===== config.mk =====
export PLATFORM = sky130hd
export DESIGN_NAME = pmx_mux
export DESIGN_NICKNAME = d
export VERILOG_FILES = /design/src/hdl/pmx_pkg.sv /design/src/hdl/pmx_mux.sv /design/src/hdl/pmx_pin_cell.sv
export SDC_FILE = /design/constraint.sdc
export NUM_CORES = 1
export LEC_CHECK = 0
export ABC_AREA = 0
export BUFFER_PORTS_ARGS = -buffer_cell sky130_fd_sc_hd__buf_2
export CAP_MARGIN = 5
export CORE_AREA = 2 2 340 342
export CTS_CLUSTER_DIAMETER = 100
export DETAILED_ROUTE_END_ITERATION = 8
export DIE_AREA = 0 0 342 344
export GPL_ROUTABILITY_DRIVEN = 1
export PLACE_DENSITY = 0.35
export SYNTH_ARGS = -nofsm -noshare
export SYNTH_HDL_FRONTEND = slang
export SYNTH_HIERARCHICAL = 1
export SYNTH_SLANG_ARGS = --single-unit

===== constraint.sdc =====
create_clock -name clk_in -period 1.6 [get_ports clk_in]
set_clock_uncertainty 0.2 [all_clocks]
set_input_delay 0.32 -clock clk_in [delete_from_list [all_inputs] [get_ports clk_in]]
set_output_delay 0.32 -clock clk_in [all_outputs]
set_load 0.05 [all_outputs]

===== src/hdl/pmx_pkg.sv =====
package pmx_pkg;
  // total pins across ports 0 to 14, laid out port 0 first, lsb first
  localparam int PMX_PINS = 107;
  // base index of each port inside the flat pin vector
  localparam int P0 = 0;
  localparam int P1 = 5;
  localparam int P2 = 12;
  localparam int P3 = 20;
  localparam int P4 = 26;
  localparam int P5 = 34;
  localparam int P6 = 42;
  localparam int P7 = 48;
  localparam int P8 = 56;
  localparam int P9 = 64;
  localparam int P10 = 71;
  localparam int P11 = 79;
  localparam int P12 = 87;
  localparam int P13 = 95;
  localparam int P14 = 103;
  // lcd / meter line counts
  localparam int PMX_SEGS = 36;
  localparam int PMX_METER = 24;

  // concatenation order: port 14 down to port 0, port widths 4,8,8,8,8,7,8,8,6,8,8,6,8,7,5
  // and-combined pins
  localparam logic [PMX_PINS-1:0] PMX_AND_MASK = {4'h4, 8'h00, 8'h00, 8'h00, 8'h00, 7'h00,
    8'h54, 8'h00, 6'h00, 8'h00, 8'h00, 6'h00, 8'h00, 7'h54, 5'h00};
  // or-combined pins
  localparam logic [PMX_PINS-1:0] PMX_OR_MASK = {4'h2, 8'h00, 8'h00, 8'h00, 8'h00, 7'h00,
    8'h02, 8'h00, 6'h00, 8'h00, 8'h00, 6'h0b, 8'hde, 7'h02, 5'h00};
  // pins with a hardware selector to an lcd or meter line
  localparam logic [PMX_PINS-1:0] PMX_SEL_MASK = {4'h7, 8'hff, 8'hff, 8'hff, 8'hff, 7'h7f,
    8'h00, 8'h00, 6'h3f, 8'hff, 8'hff, 6'h00, 8'h00, 7'h00, 5'h00};
  // output-only pins (ports 10 and 11)
  localparam logic [PMX_PINS-1:0] PMX_OUT_MASK = {4'h0, 8'h00, 8'h00, 8'hff, 8'hff, 7'h00,
    8'h00, 8'h00, 6'h00, 8'h00, 8'h00, 6'h00, 8'h00, 7'h00, 5'h00};
  // input-only pins (port 7)
  localparam logic [PMX_PINS-1:0] PMX_IN_MASK = {4'h0, 8'h00, 8'h00, 8'h00, 8'h00, 7'h00,
    8'h00, 8'hff, 6'h00, 8'h00, 8'h00, 6'h00, 8'h00, 7'h00, 5'h00};
  // flop reset values
  localparam logic [PMX_PINS-1:0] PMX_PIN_RST = '0;

  // outputs that peripherals offer to the pins
  typedef struct packed {
    logic serial0_data_out;
    logic serial0_clock_out;
    logic [1:0] async_tx;
    logic [3:0] timer_g_compare_out;
    logic [1:0] byte_timer_out;
    logic processor_clock_out;
    logic [1:0] timer_c_out;
    logic serial1_data_out;
    logic serial1_clock_out;
    logic [1:0] can_tx_pin;
    logic serial2_data_out;
    logic serial2_clock_out;
    logic [3:0] lcd_common_out;
    logic [PMX_SEGS-1:0] lcd_segment_out;
    logic [PMX_METER-1:0] meter_drive_out;
  } pmx_alt_drive_t;

  // pin levels handed to peripherals
  typedef struct packed {
    logic nmi;
    logic [5:0] ext_irq_in;
    logic serial0_data_in;
    logic serial0_clock_in;
    logic [1:0] async_rx;
    logic [5:0] timer_g_capture_in;
    logic [1:0] byte_timer_count_in;
    logic [3:0] timer_c_capture_in;
    logic serial1_data_in;
    logic serial1_clock_in;
    logic [1:0] can_rx_pin;
    logic [7:0] analog_channel_in;
    logic serial2_data_in;
    logic serial2_clock_in;
  } pmx_alt_sense_t;
endpackage : pmx_pkg


===== src/hdl/pmx_mux.sv =====
// Function
// - shared pins feed port and peripheral input together
// - and pins drive port bit and peripheral
// - or pins drive port bit or peripheral
// - selector bit picks port or alternate output
// - standby holds pins; reset gives hi-z
// - port 0 carries nmi and four irqs
// - port 1 serial0, async rx/tx combining
// - port 2 timer g and byte timers
// - port 3 clock out, timer c, bit5 plain
// - port 8 serial1 and can combining
// - lcd common and segments on selector ports
// - port 7 input-only, analog channels
// - port 10 output-only meter channels 1, 2
// - port 11 meters 3,4; port 12 meters 5,6
// - port 14 serial2 with segment 33-35 selectors
`timescale 1ns/100ps
`default_nettype none
module pmx_mux (
  input wire logic clk_in,
  input wire logic rst_in,
  input wire logic cfg_ready_in,
  input wire logic standby_in,
  input wire logic [pmx_pkg::PMX_PINS-1:0] port_latch_in,
  input wire logic [pmx_pkg::PMX_PINS-1:0] port_dir_in,
  input wire logic [pmx_pkg::PMX_PINS-1:0] port_sel_in,
  input wire logic [pmx_pkg::PMX_PINS-1:0] pin_level_in,
  input wire pmx_pkg::pmx_alt_drive_t alt_drive_in,
  output logic [pmx_pkg::PMX_PINS-1:0] pin_value_out,
  output logic [pmx_pkg::PMX_PINS-1:0] pin_oe_out,
  output logic [pmx_pkg::PMX_PINS-1:0] port_read_out,
  output pmx_pkg::pmx_alt_sense_t alt_sense_out
);
  import pmx_pkg::*;

  // whole module state
  typedef struct packed {
    logic released; // set once port config is valid after reset
    logic [PMX_PINS-1:0] value;
    logic [PMX_PINS-1:0] oe;
    logic [PMX_PINS-1:0] level;
  } pmx_state_t;

  pmx_state_t r; // registered state
  pmx_state_t next_r; // next state
  logic [PMX_PINS-1:0] alt_comb; // peripheral values for and/or pins
  logic [PMX_PINS-1:0] alt_sel; // lcd / meter values for selector pins
  logic [PMX_PINS-1:0] cell_value; // per-pin combined value
  logic [PMX_PINS-1:0] cell_oe; // per-pin enable

  // peripheral outputs routed to their combining pins
  always_comb begin
    alt_comb = '0;
    alt_comb[P1+1] = alt_drive_in.serial0_data_out;
    alt_comb[P1+2] = alt_drive_in.serial0_clock_out;
    alt_comb[P1+4] = alt_drive_in.async_tx[0];
    alt_comb[P1+6] = alt_drive_in.async_tx[1];
    alt_comb[P2+4:P2+1] = alt_drive_in.timer_g_compare_out;
    alt_comb[P2+7:P2+6] = alt_drive_in.byte_timer_out;
    alt_comb[P3+0] = alt_drive_in.processor_clock_out;
    alt_comb[P3+1] = alt_drive_in.timer_c_out[0];
    alt_comb[P3+3] = alt_drive_in.timer_c_out[1];
    alt_comb[P8+1] = alt_drive_in.serial1_data_out;
    alt_comb[P8+2] = alt_drive_in.serial1_clock_out;
    alt_comb[P8+4] = alt_drive_in.can_tx_pin[0];
    alt_comb[P8+6] = alt_drive_in.can_tx_pin[1];
    alt_comb[P14+1] = alt_drive_in.serial2_data_out;
    alt_comb[P14+2] = alt_drive_in.serial2_clock_out;
  end

  // lcd and meter lines in order across selector ports
  always_comb begin
    alt_sel = '0;
    alt_sel[P4+3:P4] = alt_drive_in.lcd_common_out;
    alt_sel[P4+7:P4+4] = alt_drive_in.lcd_segment_out[3:0];
    alt_sel[P5+7:P5] = alt_drive_in.lcd_segment_out[11:4];
    alt_sel[P6+5:P6] = alt_drive_in.lcd_segment_out[17:12];
    alt_sel[P9+6:P9] = alt_drive_in.lcd_segment_out[24:18];
    alt_sel[P10+7:P10] = alt_drive_in.meter_drive_out[7:0];
    alt_sel[P11+7:P11] = alt_drive_in.meter_drive_out[15:8];
    alt_sel[P12+7:P12] = alt_drive_in.meter_drive_out[23:16];
    alt_sel[P13+7:P13] = alt_drive_in.lcd_segment_out[32:25];
    alt_sel[P14+2:P14] = alt_drive_in.lcd_segment_out[35:33];
  end

  // one cell per pin; scheme fixed by the package masks
  genvar gi;
  generate
    for (gi = 0; gi < PMX_PINS; gi++) begin : g_pin
      pmx_pin_cell #(
        .IS_AND(PMX_AND_MASK[gi]),
        .IS_OR(PMX_OR_MASK[gi]),
        .IS_SEL(PMX_SEL_MASK[gi]),
        .OUT_ONLY(PMX_OUT_MASK[gi]),
        .IN_ONLY(PMX_IN_MASK[gi])
      ) u_cell (
        .port_bit_in(port_latch_in[gi]),
        .dir_out_in(port_dir_in[gi]),
        .sel_alt_in(port_sel_in[gi]),
        .alt_comb_in(alt_comb[gi]),
        .alt_sel_in(alt_sel[gi]),
        .value_out(cell_value[gi]),
        .oe_out(cell_oe[gi])
      );
    end
  endgenerate

  // next state: hold in standby, hi-z until configuration is ready
  always_comb begin
    next_r = r;
    next_r.level = pin_level_in;
    if (cfg_ready_in) begin
      next_r.released = 1'b1;
    end
    if (standby_in) begin
      // pins keep their state; a dominant can level stays too
      next_r.value = r.value;
      next_r.oe = r.oe;
    end else if (!r.released) begin
      next_r.value = '0;
      next_r.oe = '0;
    end else begin
      next_r.value = cell_value;
      next_r.oe = cell_oe;
    end
  end

  // state register, synchronous reset
  always_ff @(posedge clk_in) begin
    if (rst_in) begin
      r <= '{released: 1'b0, value: PMX_PIN_RST, oe: PMX_PIN_RST, level: PMX_PIN_RST};
    end else begin
      r <= next_r;
    end
  end

  assign pin_value_out = r.value;
  assign pin_oe_out = r.oe;
  assign port_read_out = r.level;

  // shared inputs fan out straight from the sampled pin levels
  always_comb begin
    alt_sense_out.nmi = r.level[P0];
    alt_sense_out.ext_irq_in[3:0] = r.level[P0+4:P0+1];
    alt_sense_out.ext_irq_in[4] = r.level[P1+3];
    alt_sense_out.ext_irq_in[5] = r.level[P1+5];
    alt_sense_out.serial0_data_in = r.level[P1+0];
    alt_sense_out.serial0_clock_in = r.level[P1+2];
    alt_sense_out.async_rx = {r.level[P1+5], r.level[P1+3]};
    alt_sense_out.timer_g_capture_in = r.level[P2+5:P2];
    alt_sense_out.byte_timer_count_in = r.level[P2+7:P2+6];
    alt_sense_out.timer_c_capture_in = r.level[P3+4:P3+1];
    alt_sense_out.serial1_data_in = r.level[P8+0];
    alt_sense_out.serial1_clock_in = r.level[P8+2];
    alt_sense_out.can_rx_pin = {r.level[P8+5], r.level[P8+3]};
    alt_sense_out.analog_channel_in = r.level[P7+7:P7];
    alt_sense_out.serial2_data_in = r.level[P14+0];
    alt_sense_out.serial2_clock_in = r.level[P14+2];
  end
endmodule : pmx_mux
`default_nettype wire


===== src/hdl/pmx_pin_cell.sv =====
`timescale 1ns/100ps
`default_nettype none
// one pin's combining scheme; purely combinational, registered by the top
module pmx_pin_cell #(
  parameter bit IS_AND = 1'b0,
  parameter bit IS_OR = 1'b0,
  parameter bit IS_SEL = 1'b0,
  parameter bit OUT_ONLY = 1'b0,
  parameter bit IN_ONLY = 1'b0
) (
  input wire logic port_bit_in,
  input wire logic dir_out_in,
  input wire logic sel_alt_in,
  input wire logic alt_comb_in,
  input wire logic alt_sel_in,
  output logic value_out,
  output logic oe_out
);
  // combine, then let the selector override
  always_comb begin
    value_out = port_bit_in;
    oe_out = dir_out_in | OUT_ONLY;
    if (IS_AND) begin
      value_out = port_bit_in & alt_comb_in;
    end else if (IS_OR) begin
      value_out = port_bit_in | alt_comb_in;
    end
    if (IS_SEL && sel_alt_in) begin
      // alternate line is an output driver, so it owns the pin
      value_out = alt_sel_in;
      oe_out = 1'b1;
    end
    if (IN_ONLY) begin
      oe_out = 1'b0;
    end
  end
endmodule : pmx_pin_cell
`default_nettype wire


After elaboration in Yosys (flattened, before gate mapping)
Index checks and enable logic that the tools add are counted.
- add/sub/neg operators: 0
- multiply operators: 0
- divide/modulo/power cells: 0
- magnitude comparators: 0
- equal/unequal tests: 0
- shift operators: 0
- muxes and demuxes: 113
- bitwise gates (word level): 19
- reduce and logical (&&, ||, !) cells: 0
- operators by type and width (kind ; number):
    2-to-1 mux 214 bit ; 1
    2-to-1 mux 1 bit ; 112
    OR 1 bit ; 12
    bitwise AND 1 bit ; 7
- flip-flop bits (word level): 322
- bits in latches: 0
- bits in writable memories: 0
- bits in read-only memories: 0
- memories: 0

Longest topological paths before layout
Gate-level depths: netlist (run 1).
- word-level depth: 3
- gate-level depth with buffers: 5

Modules after synthesis
Netlist (run 1), hierarchy kept.
- by module, submodules not included (module ; times used ; cells each ; area an instance (µm²) ; seq. area each (µm²)):
    pmx_mux ; 1 ; 1538 ; 13878.3 ; 6446.2
    pmx_pin_cell (g_pin[100].u_cell ...) ; 46 ; 2 ; 21.3 ; 0.0
    pmx_pin_cell (g_pin[71].u_cell ...) ; 16 ; 3 ; 26.3 ; 0.0
    pmx_pin_cell (g_pin[0].u_cell ...) ; 18 ; 2 ; 15.0 ; 0.0
    pmx_pin_cell (g_pin[11].u_cell ...) ; 17 ; 2 ; 13.8 ; 0.0
    pmx_pin_cell (g_pin[48].u_cell ...) ; 8 ; 3 ; 18.8 ; 0.0
    pmx_pin_cell (g_pin[104].u_cell ...) ; 2 ; 4 ; 18.8 ; 0.0

Least setup slack after synthesis (run 1)
Ideal clock, no wire load.
- path type: flip-flop to flip-flop
- from: register r[321] in the netlist's numbering
- to: register r, in the netlist pin_value_out[46]
- arrival time: 942 ps
- required time: 1330 ps
- slack: 388 ps
- cell stages (with the launch flop): 6
- buffers on the path: 3
- period minus slack after synthesis: 1212 ps
- path through: dfxtp_1 buf_2 buf_4 buf_2 nand3b_1 a21oi_1
- longest elaborated chain between the ends: 1
- ends and longest elaborated chain (what ; RTL line ; text):
    start: declaration ; pmx_mux.sv:44 ; pmx_state_t r;
    start signal: assignment ; pmx_mux.sv:131 ; r <= '{released: 1'b0, value: PMX_PIN_RST, oe: PMX_PIN_RST, level: PMX_PIN_RST};
    start signal: assignment ; pmx_mux.sv:133 ; r <= next_r;
    2-to-1 mux 214 bit ; pmx_mux.sv:119 ; end else if (!r.released) begin
No other way between the ends.
A chain may end at the register's enable or synchronous reset.

Final worst setup path (run 1)
- from: register r, in the netlist port_read_out[8]
- to: output port port_read_out[8] in the netlist's numbering
- RTL lines (what ; RTL line ; text):
    end: declaration ; pmx_mux.sv:31 ; output logic [pmx_pkg::PMX_PINS-1:0] port_read_out,
No word-level cell between the ends.

==> flow_metrics.env, run 1 <==
export IMPL_setup_slack_ps=-68.7
export IMPL_total_power_mw=24.5
export IMPL_end_kind="output pin"
export IMPL_clock_fmax_mhz=599
export IMPL_dp_hpwl_mm=52.3
export IMPL_drive_gt1_share_pct=50.9
export IMPL_ios=873
export IMPL_ir_drop_v=0.000676
export IMPL_drc=0
export IMPL_critPathMaxFanout=3
export IMPL_hp_class="input port to flop"
export IMPL_grt_pass1_vias=15100
export IMPL_htree_levels=2
export IMPL_vias=14500
export IMPL_grt_overflow_total=0
export IMPL_clock_latency_ps=590
export IMPL_row_count=124
export IMPL_violations="hold timing, setup timing"
export IMPL_drtIter0Drc=471
export IMPL_final_antenna_net_count=0
export IMPL_die_w_um=342
export IMPL_grt_pass1_wl_mm=100
export IMPL_gp_congestion=0.759
export IMPL_synthToLayoutAreaGrowth_pct=86.8
export IMPL_critPathArrivalTime_ps=1150
export IMPL_cts_root_buf="clkbuf_16"
export IMPL_reg2reg_from="r[321]"
export IMPL_slowest_delay_ps=390
export IMPL_avgSynthCellArea_um2=8.97
export IMPL_syn_inst=1779
export IMPL_routed_wl_mm=72.0
export IMPL_drv_cap=0
export IMPL_layout_cells_non_filler=4242
export IMPL_yosysWarnings=6
export IMPL_cp_slowest_cell="dfxtp_4"
export IMPL_clk_pin_slew_ps=60
export IMPL_min_period_over_period_pct=104
export IMPL_portBuffers=805
export IMPL_crit_start="port_read_out[8]"
export IMPL_period_minus_slack_ps=1670
export IMPL_wl_met3_mm=5.26
export IMPL_wl_per_cell_um=17.0
export IMPL_cp_start_kind="flop"
export IMPL_critPathRequiredTime_ps=1080
export IMPL_rsz0062_at_grt="yes"
export IMPL_grt_max_degree=54
export IMPL_cts_tree="built"
export IMPL_nFillCells=12200
export IMPL_placed_cell_area_um2=18800
export IMPL_core_area_um2=114000
export IMPL_die_area_um2=118000
export IMPL_cpLargestDelayFamily="flip-flops"
export IMPL_dp_cells=3624
export IMPL_syn_nets=2294
export IMPL_path_class="flop to output pin"
export IMPL_final_common_cell="dlygate4sd3_1"
export IMPL_detail_route_first_pass_iterations=4
export IMPL_cp_cell_sequence="buf_6"
export IMPL_viasPerCell=3.43
export IMPL_clock_sinks=322
export IMPL_wl_met1_mm=26.7
export IMPL_pwr_density_cell_nw_per_um2=823
export IMPL_worst_pin_slew_ps=594
export IMPL_cts_path_max_buffers=3
export IMPL_final_cell_mix="476 x dlygate4sd3_1, 444 x buf_2, 306 x buf_8"
export IMPL_synth_area_um2=16000
export IMPL_relSlewSlack_pct=60.3
export IMPL_track_usage_pct=11.5
export IMPL_die_h_um=344
export IMPL_outcome="finished, violations left"
export IMPL_r2r_slack_ps=220
export IMPL_initial_core_util_pct=14.0
export IMPL_min_delay_start="alt_drive_in[56]"
export IMPL_crit_buf_inv=1
export IMPL_setup_viol=186
export IMPL_fin_nets=3205
export IMPL_finalSetupTns_ps=-3390
export IMPL_hold_viol=2
export IMPL_wl_met2_mm=38.2
export IMPL_topRoutingLayerUsed="met5"
export IMPL_numCtsBuffers=44
export IMPL_holdWs_ps=-20.1
export IMPL_final_max_slew_violation_count=0
export IMPL_p_leak_nw=12.4
export IMPL_fin_area_um2=29800
export IMPL_antenna_found_initial=20
==> power breakdown <==
part	switching (mW)	internal (mW)	total (mW)
sequential	0.317	8.40	8.72
combinational	2.83	2.97	5.80
clock	4.04	5.99	10.0
==> layer usage <==
layer | vias to the layer above | track usage [%]
met4 | 10 | 2.98
met2 | 505 | 21.8
met1 | 6786 | 12.1
met5 | - | 0
met3 | 99 | 3.79
li1 | 7141 | -
==> final cells by class <==
cell class                      instances  area, µm²  area share, %
Antenna cell                           11       27.5         0.0923
Clock buffer                           67       1320           4.42
Clock inverter                          8        128          0.428
Multi-Input combinational cell        908       5630           18.9
Sequential cell                       322       6940           23.3
Tap cell                             1512       1890           6.34
Timing Repair Buffer                 1414      13900           46.6
==> worst paths after layout <==
| check | to | cells past startpoint |
|---|---|---|
| worst max-delay path | port_read_out[8] | 1 |
| worst min-delay path | pin_value_out[102] | 4 |
| worst max register to register | pin_value_out[67] | 4 |
| worst min register to register | pin_value_out[52] | 2 |
==> stage by stage <==
| step | setup slack, ps | util [%] | hold WS (ps) |
|---|---|---|---|
| finish | -68.7 | 26.2 | -20.1 |
| global placement | 126 | 16.5 | 243 |
| detailed placement | 125 | 16.5 | 246 |
| global route | -134 | 26.2 | -1.71 |
| CTS | -148 | 25.9 | 1.37 |
| floorplan | 388 | - | 232 |
==> sequential cells by signal (all words and copies together), names as in the netlist <==
name,count
pin_oe_out,107
r,1
pin_value_out,107
port_read_out,107
==> timing repair <==
item                        CTS  global route
hold endpoints to repair    304            30
hold buffers                500            37
setup endpoints to repair   358           416
pin swaps                     0             7
buffers inserted             18            32
gates resized for setup    1423            58
No activity file was read; power rests on OpenSTA's default activity.
==> run 2, diff against run 1 <==
Settings changed: BUFFER_PORTS_ARGS -buffer_cell sky130_fd_sc_hd__buf_2 to unset, DONT_BUFFER_PORTS set to 1, PLACE_DENSITY 0.35 to 0.3, SLEW_MARGIN set to 25.
==> run 2 against run 1 <==
Compared with the run above:
- the flow still finishes with violations (hold timing, setup timing)
- critical path depth did not move
- cell count fell by 23%
- register-to-register slack got worse by 200 ps
- hold slack got worse by 330 ps
- largest power group unchanged
- cell area fell by 27%
- highest routed layer unchanged
- critical path type unchanged
- wire length decreased by 11%
==> flow_metrics.env, run 2 (synthesis results as in run 1) <==
export IMPL_crit_start="port_read_out[8]"
export IMPL_slowest_delay_ps=340
export IMPL_track_usage_pct=10.2
export IMPL_ios=873
export IMPL_initial_core_util_pct=14.0
export IMPL_critPathArrivalTime_ps=1140
export IMPL_htree_levels=2
export IMPL_hp_class="input port to flop"
export IMPL_rsz0062_at_grt="yes"
export IMPL_routed_wl_mm=64.0
export IMPL_hold_viol=201
export IMPL_clock_fmax_mhz=603
export IMPL_grt_overflow_total=0
export IMPL_synthToLayoutAreaGrowth_pct=35.7
export IMPL_clock_sinks=322
export IMPL_setup_viol=73
export IMPL_die_h_um=344
export IMPL_pwr_density_cell_nw_per_um2=977
export IMPL_critPathRequiredTime_ps=1080
export IMPL_reg2reg_to="pin_value_out[4]"
export IMPL_fin_nets=2241
export IMPL_drc=0
export IMPL_min_delay_start="rst_in"
export IMPL_cp_cell_sequence="buf_12"
export IMPL_drtIter0Drc=426
export IMPL_cts_path_max_buffers=3
export IMPL_nFillCells=12600
export IMPL_ir_drop_v=0.000570
export IMPL_numCtsBuffers=42
export IMPL_grt_pass1_vias=11400
export IMPL_reg2reg_from="r[321]"
export IMPL_cts_tree="built"
export IMPL_final_common_cell="dlygate4sd3_1"
export IMPL_drive_gt1_share_pct=35.3
export IMPL_worst_pin_slew_ps=1360
export IMPL_detail_route_first_pass_iterations=4
export IMPL_cts_root_buf="clkbuf_16"
export IMPL_outcome="finished, violations left"
export IMPL_final_cell_mix="278 x dlygate4sd3_1, 217 x nand2_1, 214 x nand3b_1, 214 x a21oi_1, 186 x dfxtp_4"
export IMPL_cp_start_kind="flop"
export IMPL_gp_congestion=0.772
export IMPL_whs_path_depth=1
export IMPL_antenna_found_initial=23
export IMPL_cp_slowest_cell="dfxtp_2"
export IMPL_critPathMaxFanout=3
export IMPL_total_power_mw=21.2
export IMPL_reg2reg_depth=4
export IMPL_clk_pin_slew_ps=60
export IMPL_core_area_um2=114000
export IMPL_setup_slack_ps=-57.7
export IMPL_p_leak_nw=7.63
export IMPL_clock_latency_ps=580
export IMPL_final_antenna_net_count=0
export IMPL_final_max_slew_violation_count=0
export IMPL_grt_max_degree=429
export IMPL_portBuffers=0
export IMPL_worstHoldEndpoint="pin_value_out[86]"
export IMPL_dp_hpwl_mm=47.4
export IMPL_holdWs_ps=-352
export IMPL_violations="hold timing, setup timing"
export IMPL_grt_pass1_wl_mm=85.4
export IMPL_finalSetupTns_ps=-1300
export IMPL_row_count=124
export IMPL_cpLargestDelayFamily="flip-flops"
export IMPL_die_area_um2=118000
export IMPL_drv_cap=0
export IMPL_viasPerCell=3.42
export IMPL_r2r_slack_ps=20
export IMPL_die_w_um=342
export IMPL_wl_per_cell_um=19.6
export IMPL_vias=11200
export IMPL_min_period_over_period_pct=104
export IMPL_period_minus_slack_ps=1660
export IMPL_end_kind="output pin"
export IMPL_crit_buf_inv=1
export IMPL_path_class="flop to output pin"
export IMPL_relSlewSlack_pct=9.39
-- run 2: area by class of cell --
type / instances / area [µm²] / share of cell area (%)
Sequential cell: 322 / 7310 / 33.8
Clock inverter: 10 / 121 / 0.560
Multi-Input combinational cell: 908 / 5610 / 25.9
Antenna cell: 8 / 20.0 / 0.0924
Tap cell: 1512 / 1890 / 8.73
Timing Repair Buffer: 452 / 5530 / 25.5
Clock buffer: 58 / 1180 / 5.45
-- run 2: worst max-delay path by stage --
| stage | end | slack [ps] | depth (start not counted) |
|---|---|---|---|
| after floorplan | pin_value_out[46] | 390 | 5 |
| after global routing | port_read_out[8] | -130 | 1 |
| final | port_read_out[8] | -60 | 1 |
| after global placement | pin_value_out[11] | 130 | 4 |
| after detailed placement | pin_value_out[52] | 80 | 4 |
| after CTS | port_read_out[8] | -140 | 1 |
-- run 2: repair_timing --
| action | in CTS | in global routing |
|---|---|---|
| hold buffers | 277 | 1 |
| buffers inserted | 5 | 4 |
| hold endpoints to repair | 322 | 207 |
| endpoints found under the setup margin | 358 | 257 |
| gates resized for setup | 822 | 2 |
-- run 2: worst register-to-register path, delay by kind of cell (launching register included) --
kind                   cells  cell delay, ps
AND/OR/NAND/NOR            1             120
flip-flops                 1             370
buffers and inverters      2             600
AO/OA/AOI/OAI              1             190
-- run 2: power by group --
| group | internal, mW | total (mW) | switching, mW |
|---|---|---|---|
| Clock | 5.44 | 9.19 | 3.75 |
| Sequential | 8.24 | 9.09 | 0.858 |
| Combinational | 1.49 | 2.89 | 1.40 |
| Total | 15.2 | 21.2 | 6.01 |
-- run 2: layer usage --
layer	vias to the layer above	wire length (µm)	GRT usage, %
met5	-	103	0
met4	16	2460	4.18
met3	101	6960	4.56
met2	589	32300	18.4
met1	5269	22200	10.1
li1	5200	-	-
-- run 2: per-stage QoR --
| stage | utilization (%) | area, µm² | instances | setup slack [ps] |
|---|---|---|---|---|
| 6_report | 19.0 | 21700 | 3270 | -57.7 |
| 5_1_grt | 19.0 | 21700 | 3268 | -134 |
| 4_1_cts | 19.0 | 21600 | 3257 | -137 |
| 3_5_place_dp | 13.5 | 15400 | 2907 | 84.5 |
| 3_3_place_gp | 13.5 | 15400 | 2907 | 133 |
| 2_1_floorplan | - | 16000 | 1779 | 388 |
